==> src/include/console_pkg.sv <==
// constants for the boot serial console and download port
//-----------------------------------------------------------------
// Operation
//-----------------------------------------------------------------
package console_pkg;
    localparam int unsigned CLOCK_HZ = 100000000;
    localparam int unsigned BOOT_BAUD = 57600;
    localparam int unsigned MAX_BAUD = 115200;
    localparam int unsigned DIV_WIDTH = 16;
    // rounded integer divider for the power-on rate
    localparam logic [15:0] BOOT_DIVISOR = 16'((CLOCK_HZ + BOOT_BAUD / 2) / BOOT_BAUD);
    localparam logic [15:0] MIN_DIVISOR = 16'(CLOCK_HZ / MAX_BAUD);
    localparam int unsigned BANNER_LEN = 8;
    localparam logic [7:0] HANDSHAKE_REQ = 8'h05;
    localparam logic [7:0] HANDSHAKE_ACK = 8'h06;
    localparam logic [7:0] IMAGE_LEN_BYTES = 8'h04;
    localparam logic [3:0] FRAME_BITS = 4'h9;
    typedef enum logic [2:0] {
        ST_SETUP,
        ST_BANNER,
        ST_WAIT_HS,
        ST_SEND_ACK,
        ST_LOAD,
        ST_DONE,
        ST_CONSOLE,
        ST_GENERAL
    } boot_state_e;
endpackage

==> src/verilog/serial_tx_rx.sv <==
// one 8N1 uart transmitter and receiver with integer divider
`timescale 1ns/1ns
`default_nettype none
module serial_tx_rx (
    input wire logic clock_in, // system clock
    input wire logic rst_n_in, // synchronous reset, active low
    input wire logic enable_in, // clock enable
    input wire logic [15:0] divisor_in, // clocks per bit
    input wire logic tx_valid_in, // byte offered
    input wire logic [7:0] tx_data_in, // byte to send
    output logic tx_ready_out, // transmitter idle
    output logic tx_line_out, // serial out, idle high
    input wire logic rx_line_in, // serial in
    output logic rx_valid_out, // one-cycle received pulse
    output logic [7:0] rx_data_out // received byte
);
    import console_pkg::*;
    logic [15:0] tx_count;
    logic [3:0] tx_bits;
    logic [8:0] tx_shift;
    logic [15:0] rx_count;
    logic [3:0] rx_bits;
    logic [7:0] rx_shift;
    logic rx_busy;
    wire tx_tick = (tx_count == 16'h0000);
    wire rx_tick = (rx_count == 16'h0000);
    wire [15:0] half_div = {1'b0, divisor_in[15:1]};
    assign tx_ready_out = (tx_bits == 4'h0);

    //-----------------------------------------------------------------
    // transmitter
    //-----------------------------------------------------------------
    always_ff @(posedge clock_in)
    begin
        if (!rst_n_in)
        begin
            tx_bits <= 4'h0;
            tx_count <= 16'h0000;
            tx_shift <= 9'h1FF;
            tx_line_out <= 1'b1;
        end
        else if (enable_in)
        begin
            if (tx_bits == 4'h0)
            begin
                if (tx_valid_in)
                begin
                    tx_line_out <= 1'b0;
                    tx_shift <= {1'b1, tx_data_in};
                    tx_bits <= FRAME_BITS + 4'h1;
                    tx_count <= divisor_in - 16'h0001;
                end
            end
            else if (tx_tick)
            begin
                tx_line_out <= tx_shift[0];
                tx_shift <= {1'b1, tx_shift[8:1]};
                tx_bits <= tx_bits - 4'h1;
                tx_count <= divisor_in - 16'h0001;
            end
            else
            begin
                tx_count <= tx_count - 16'h0001;
            end
        end
    end

    //-----------------------------------------------------------------
    // receiver, samples mid-bit
    //-----------------------------------------------------------------
    always_ff @(posedge clock_in)
    begin
        if (!rst_n_in)
        begin
            rx_busy <= 1'b0;
            rx_bits <= 4'h0;
            rx_count <= 16'h0000;
            rx_shift <= 8'h00;
            rx_valid_out <= 1'b0;
            rx_data_out <= 8'h00;
        end
        else if (enable_in)
        begin
            rx_valid_out <= 1'b0;
            if (!rx_busy)
            begin
                if (!rx_line_in)
                begin
                    rx_busy <= 1'b1;
                    rx_bits <= FRAME_BITS + 4'h1;
                    rx_count <= half_div;
                end
            end
            else if (rx_tick)
            begin
                rx_count <= divisor_in - 16'h0001;
                rx_bits <= rx_bits - 4'h1;
                if (rx_bits == FRAME_BITS + 4'h1)
                begin
                    if (rx_line_in)
                    begin
                        rx_busy <= 1'b0;
                    end
                end
                else if (rx_bits == 4'h1)
                begin
                    rx_busy <= 1'b0;
                    if (rx_line_in)
                    begin
                        rx_valid_out <= 1'b1;
                        rx_data_out <= rx_shift;
                    end
                end
                else
                begin
                    rx_shift <= {rx_line_in, rx_shift[7:1]};
                end
            end
            else
            begin
                rx_count <= rx_count - 16'h0001;
            end
        end
    end
endmodule // serial_tx_rx
`default_nettype wire

==> src/verilog/boot_serial_console_loader.sv <==
// boot console, strap-selected download and general-purpose serial port
`timescale 1ns/1ns
`default_nettype none
module boot_serial_console_loader #(
    parameter int unsigned BANNER_BYTES = console_pkg::BANNER_LEN,
    parameter logic [7:0] IMAGE_BYTES = console_pkg::IMAGE_LEN_BYTES
) (
    input wire logic clock_in, // system clock 100 MHz
    input wire logic rst_n_in, // power-on reset, active low
    input wire logic enable_in, // clock enable
    input wire logic download_strap_n_in, // low selects download
    input wire logic console_rx_line, // serial from host
    output logic console_tx_line, // serial to host
    input wire logic stdout_valid_in, // standard output char offered
    input wire logic [7:0] stdout_data_in, // standard output char
    output logic stdout_ready_out, // char taken
    output logic stdin_valid_out, // one-cycle received char
    output logic [7:0] stdin_data_out, // received char
    input wire logic general_mode_in, // stored program owns the port
    input wire logic cfg_write_in, // load new divisor
    input wire logic [15:0] cfg_divisor_in, // new clocks per bit
    output logic flash_write_out, // one-cycle flash write
    output logic [7:0] flash_addr_out, // flash byte address
    output logic [7:0] flash_data_out, // flash byte
    output logic download_mode_out, // latched strap mode
    output logic download_done_out, // image stored
    output logic run_program_out // execute stored program
);
    import console_pkg::*;
    boot_state_e state;
    boot_state_e next_state;
    logic strap_taken;
    logic [15:0] divisor;
    logic [7:0] index;
    logic tx_valid;
    logic [7:0] tx_data;
    logic tx_ready;
    logic rx_valid;
    logic [7:0] rx_data;
    logic [7:0] banner_char;

    // banner byte lookup
    function automatic logic [7:0] banner_rom(input logic [7:0] i);
        case (i[2:0])
            3'h0: banner_rom = 8'h42;
            3'h1: banner_rom = 8'h4F;
            3'h2: banner_rom = 8'h4F;
            3'h3: banner_rom = 8'h54;
            3'h4: banner_rom = 8'h20;
            3'h5: banner_rom = 8'h4F;
            3'h6: banner_rom = 8'h4B;
            default: banner_rom = 8'h0A;
        endcase
    endfunction

    //-----------------------------------------------------------------
    // transmit source selection
    //-----------------------------------------------------------------
    wire in_banner = (state == ST_BANNER);
    wire in_console = (state == ST_CONSOLE);
    wire in_general = (state == ST_GENERAL);
    wire last_banner = (index == 8'(BANNER_BYTES - 1));
    assign banner_char = banner_rom(index);
    assign tx_valid = in_banner
        || (state == ST_SEND_ACK)
        || ((in_console || in_general) && stdout_valid_in);
    assign tx_data = in_banner ? banner_char
        : (state == ST_SEND_ACK) ? HANDSHAKE_ACK : stdout_data_in;
    assign stdout_ready_out = (in_console || in_general) && tx_ready;
    // general mode passes application data, console mode passes stdin
    assign stdin_valid_out = (in_console || in_general) && rx_valid;
    assign stdin_data_out = rx_data;
    assign run_program_out = in_console || in_general;
    assign download_done_out = (state == ST_DONE);

    serial_tx_rx uart (
        .clock_in(clock_in),
        .rst_n_in(rst_n_in),
        .enable_in(enable_in),
        .divisor_in(divisor),
        .tx_valid_in(tx_valid),
        .tx_data_in(tx_data),
        .tx_ready_out(tx_ready),
        .tx_line_out(console_tx_line),
        .rx_line_in(console_rx_line),
        .rx_valid_out(rx_valid),
        .rx_data_out(rx_data)
    );

    //-----------------------------------------------------------------
    // boot sequencer
    //-----------------------------------------------------------------
    always_comb
    begin
        next_state = state;
        case (state)
            ST_SETUP: next_state = strap_taken ? ST_BANNER : ST_SETUP;
            ST_BANNER:
            begin
                if (tx_ready && last_banner)
                begin
                    next_state = download_mode_out ? ST_WAIT_HS : ST_CONSOLE;
                end
            end
            ST_WAIT_HS:
            begin
                if (rx_valid && rx_data == HANDSHAKE_REQ)
                begin
                    next_state = ST_SEND_ACK;
                end
            end
            ST_SEND_ACK: next_state = tx_ready ? ST_LOAD : ST_SEND_ACK;
            ST_LOAD:
            begin
                if (rx_valid && index == IMAGE_BYTES - 8'h01)
                begin
                    next_state = ST_DONE;
                end
            end
            ST_DONE: next_state = ST_DONE;
            ST_CONSOLE: next_state = general_mode_in ? ST_GENERAL : ST_CONSOLE;
            ST_GENERAL: next_state = ST_GENERAL;
            default: next_state = ST_SETUP;
        endcase
    end

    //-----------------------------------------------------------------
    // qualified events
    //-----------------------------------------------------------------
    wire in_load = (state == ST_LOAD);
    wire banner_take = in_banner && tx_ready;
    wire load_take = in_load && rx_valid;
    // a smaller divisor would exceed the fastest supported rate
    wire cfg_accept = in_general && cfg_write_in && (cfg_divisor_in >= MIN_DIVISOR);
    wire [7:0] next_index = banner_take ? (last_banner ? 8'h00 : index + 8'h01)
        : load_take ? index + 8'h01 : index;

    //-----------------------------------------------------------------
    // sequencer state
    //-----------------------------------------------------------------
    always_ff @(posedge clock_in)
    begin
        if (!rst_n_in)
        begin
            state <= ST_SETUP;
        end
        else if (enable_in)
        begin
            state <= next_state;
        end
    end

    //-----------------------------------------------------------------
    // strap latch, taken on the first enabled edge only
    //-----------------------------------------------------------------
    always_ff @(posedge clock_in)
    begin
        if (!rst_n_in)
        begin
            strap_taken <= 1'b0;
            download_mode_out <= 1'b0;
        end
        else if (enable_in && !strap_taken)
        begin
            strap_taken <= 1'b1;
            download_mode_out <= !download_strap_n_in;
        end
    end

    //-----------------------------------------------------------------
    // bit divisor
    //-----------------------------------------------------------------
    always_ff @(posedge clock_in)
    begin
        if (!rst_n_in)
        begin
            divisor <= BOOT_DIVISOR;
        end
        else if (enable_in && cfg_accept)
        begin
            divisor <= cfg_divisor_in;
        end
    end

    //-----------------------------------------------------------------
    // banner and image byte index
    //-----------------------------------------------------------------
    always_ff @(posedge clock_in)
    begin
        if (!rst_n_in)
        begin
            index <= 8'h00;
        end
        else if (enable_in)
        begin
            index <= next_index;
        end
    end

    //-----------------------------------------------------------------
    // flash write port
    //-----------------------------------------------------------------
    always_ff @(posedge clock_in)
    begin
        if (!rst_n_in)
        begin
            flash_write_out <= 1'b0;
            flash_addr_out <= 8'h00;
            flash_data_out <= 8'h00;
        end
        else if (enable_in)
        begin
            flash_write_out <= load_take;
            if (load_take)
            begin
                flash_addr_out <= index;
                flash_data_out <= rx_data;
            end
        end
    end
endmodule // boot_serial_console_loader
`default_nettype wire

==> config.mk <==
export PLATFORM = sky130hd
export DESIGN_NAME = boot_serial_console_loader
export DESIGN_NICKNAME = d
export VERILOG_FILES = /design/src/include/console_pkg.sv /design/src/verilog/serial_tx_rx.sv /design/src/verilog/boot_serial_console_loader.sv
export SDC_FILE = /design/constraint.sdc
export NUM_CORES = 1
export LEC_CHECK = 0
export BUFFER_PORTS_ARGS = -buffer_cell sky130_fd_sc_hd__buf_2
export CORE_MARGIN = 5
export CORE_UTILIZATION = 33
export DETAILED_ROUTE_END_ITERATION = 10
export GPL_ROUTABILITY_DRIVEN = 0
export GPL_TIMING_DRIVEN = 0
export SLEW_MARGIN = 10
export SYNTH_ARGS = -nofsm -noshare
export SYNTH_HDL_FRONTEND = slang
export SYNTH_HIERARCHICAL = 1
export SYNTH_SLANG_ARGS = --single-unit
==> constraint.sdc <==
create_clock -name clock_in -period 4.6 [get_ports clock_in]
set_clock_uncertainty 0.15 [all_clocks]
set_input_delay 0.23 -clock clock_in [delete_from_list [all_inputs] [get_ports clock_in]]
set_output_delay 0.23 -clock clock_in [all_outputs]
set_load 0.03 [all_outputs]
==> metrics.md <==
| Metric | Value |
|---|---|
| Status | `completed` |
| Port Buf Inserts | `62` |
| Area Overhead vs Synth | `21.7%` |
| Synth Warn # | `6` |
| Synth top area cells | `dfxtp_1, nand2_1, nor2_1` |
| Setup bufs post-CTS | `0` |
| Final worst path period share | `0.711` |
| ANT cells | `0` |
| Net count reported at finish | `950` |
| Hold_sp | `stdout_data_in[7]` |
| Worst R2R Start | `uart/tx_bits[0]` |
| Max-cap violations | `0` |
| Avg Cell Area, Syn | `8.07 um2` |
| CTS buffer count | `17` |
| Total track usage | `0.187` |
| Initial DRC count | `703` |
| Cell count after placement | `1132` |
| Post-place instance area | `7140 um2` |
| Routed len/inst | `17.8 um` |
| DR vias | `6620` |
| Pin count of the biggest net entering global routing | `17` |
| P_leak | `2.85 nW` |
| Core box area | `19400 um2` |
| Rel. slew slack | `0.369` |
| Worst vdd ir | `258 uV` |
| Setup slack, reg-to-reg | `1.33 ns` |
| Most common cell after layout, fill and taps aside | `dfxtp_1` |
| Worst Path Class, Setup | `reg2reg` |
| Commonest non-fill, non-tap cells in the layout | `dfxtp_1, nand2_1, nor2_1` |
| Clock power frac | `0.368` |
| Min Tclk post-route | `3.27 ns` |
| Final Hold Vio Count | `0` |
| DRT antenna net count | `0` |
| Register clock-pin slew on the reported worst setup and hold paths | `0.06 ns` |
| TritonCTS clock tree | `built` |
| Clock tree buffer depth | `2` |
| Drt first pass iters | `5` |
| RR Endpoint | `index[2]` |
| First-pass GRT wire length | `33500 um` |
| Synth Flop Type | `dfxtp_1` |
| Fraction of power consumed by sequential logic | `0.318` |
| Pwr Density | `455 nW/um2` |
| Final TNS setup | `0 ns` |
| Worst Path Arrival | `3.41 ns` |
| Slew @ Worst Pin | `0.938 ns` |
| Cells on worst reg2reg path | `10` |
| Gr ovfl total | `0` |
| Synth area leader | `dfxtp_1` |
| CTS Sinks | `113` |
| Netlist Area Pre-Place | `6500 um2` |
| Syn_nets | `851` |
| Final cell count without fillers | `1182` |
| I/O pin total | `63` |
| Startpoint Class | `register` |
| Crit. End Element | `register` |
| Max-slew violation count | `0` |
| Chip height | `150 um` |
| Worst-path fanout max | `14` |
| NetSw | `0.00137 W` |
| Seq/Total Area, Yosys | `0.348` |
| Final-report setup violation count | `0` |
| Synth top area share | `0.348` |
| Synth cell types | `87` |
| Worst path required time | `4.74 ns` |
| Mapped Cells | `805` |
| Cell Chain, Critical Path | `inv_1 -> ha_1 -> or3b_1 -> clkbuf_1 -> inv_1 -> clkbuf_1 -> nand3b_4 -> a21oi_1 -> a31o_2 -> a211oi_1` |
| Initial antenna violation count | `0` |
| Worst skew pair latency | `0.43 ns` |
| Starting Density | `0.335` |
| PostCTS Resize Cnt | `0` |
| Worst path slowest cell | `clkbuf_1` |
| Number of synthesized flops with an enable pin | `0` |
| Logic gate share of total power | `0.314` |
| Number of synthesized register bits | `113` |
| Top delay family on crit path | `buffers and inverters` |
| Root buffer cell | `clkbuf_16` |
| Cell area after layout | `7900 um2` |
| FP Rows | `51` |
| DPL Wire Length | `15300 um` |
| CTS H-Tree Depth | `4` |
| Hold Path End | `uart/tx_shift[7]` |
| Layout cells sized above 1 | `0.166` |
| Critical path buffers and inverters | `4` |
| Cells on Worst Hold Path | `4` |
| Peak Freq | `0.306 GHz` |
| Vias per cell | `5.60` |
| Die width | `150 um` |
| Switching Fraction | `0.380` |
| Die area | `22600 um2` |
| CP max stage delay | `0.63 ns` |
| Unrepaired setup endpoints after global routing | `no` |
| Pint | `0.00223 W` |
| Vias in the first global route | `6299` |
| Drt total wl | `21000 um` |
| Async S/R FF share, synth | `0` |
| Remaining DRCs | `0` |
| HP Class | `in2reg` |
==> power groups by stage <==
stage	Combinational (W)	Sequential (W)	Clock, W
after global placement	0.00109	0.00116	0
after floorplan	0.000806	0.00115	0
final	0.00113	0.00114	0.00132
after detailed placement	0.00109	0.00116	0
after global routing	0.00123	0.00116	0.00139
after CTS	0.00111	0.00114	0.00135
==> logic make-up after synthesis <==
logic type / Yosys count / share of synthesized area
AOI/OAI and AO/OA: 222 / 0.236
xor gates and xnor gates: 15 / 0.0202
adders and majority gates: 14 / 0.0270
buffers and inverters: 78 / 0.0497
DFF: 113 / 0.348
muxes: 34 / 0.0535
and+or+nand+nor: 329 / 0.266
==> final cells by class <==
| cell class | count | area (um2) |
|---|---|---|
| Multi-Input combinational cell | 614 | 3910 |
| Fill cell | 2033 | 11500 |
| Timing Repair Buffer | 80 | 490 |
| Buffer | 50 | 218 |
| Inverter | 28 | 105 |
| Tap cell | 265 | 332 |
| Sequential cell | 113 | 2260 |
| Clock inverter | 15 | 160 |
| Clock buffer | 17 | 425 |
==> tightest hold or removal path, cell delays in order <==
cell	delay, ns
buf_2	0.09
and2_1	0.11
nor3_1	0.04
o21ai_0	0.12
==> synth_stat cells (6+ instances only) <==
cell,number
buf_2,9
ha_1,14
a221oi_1,8
dfxtp_1,113
and3_1,7
o22ai_1,7
a31oi_1,7
nand3_1,32
nor2_1,77
mux2i_1,28
xnor2_1,12
nand4_1,14
a21oi_1,55
o311ai_0,9
inv_1,28
o21ai_0,47
clkbuf_1,37
nor4_1,11
o21a_1,7
a211oi_1,16
mux2_2,6
nand2_1,103
nor3_1,19
==> state kept, by name, indices dropped and copies added, names as in the netlist, 8 cells and up <==
register	cells
index	8
uart/tx_shift	8
flash_addr_out	8
uart/rx_count	16
divisor	16
flash_data_out	8
uart/rx_data_out	8
uart/rx_shift	8
uart/tx_count	16
==> worst max path at each step <==
stage | startpoint | end | slack (ns) | cells past startpoint
finish | uart/tx_bits[0] | index[2] | 1.33 | 10
global route | uart/tx_bits[0] | index[2] | 1.05 | 10
CTS | uart/tx_bits[0] | index[6] | 1.32 | 10
detailed placement | uart/tx_bits[0] | index[2] | 1.38 | 10
global placement | uart/tx_bits[0] | index[2] | 1.39 | 10
floorplan | uart/tx_bits[0] | index[6] | 2.00 | 10
==> per-stage QoR <==
| step | util | setup slack, ns | hold slack [ns] | power, W |
|---|---|---|---|---|
| 2_1_floorplan | - | 2.00 | 0.176 | 0.00195 |
| 3_3_place_gp | 0.368 | 1.39 | 0.266 | 0.00225 |
| 3_5_place_dp | 0.368 | 1.38 | 0.269 | 0.00226 |
| 4_1_cts | 0.407 | 1.32 | 0.0529 | 0.00360 |
| 5_1_grt | 0.407 | 1.05 | 0.0926 | 0.00378 |
| 6_report | 0.407 | 1.33 | 0.0673 | 0.00360 |
==> per-layer routing <==
layer  global-route usage  vias to the layer above  part of all wire
met4               0.0558                        0             0.014
met1                0.259                     3170              0.46
met5                    0                        -                 0
li1                     -                     3177                 -
met3               0.0458                       27             0.071
met2                0.288                      246              0.45
==> timing repair <==
item,CTS,global route
endpoints found under the hold margin,18,0
endpoints found under the setup margin,0,0
hold buffers,18,0
Power figures use the tool's default switching activity.
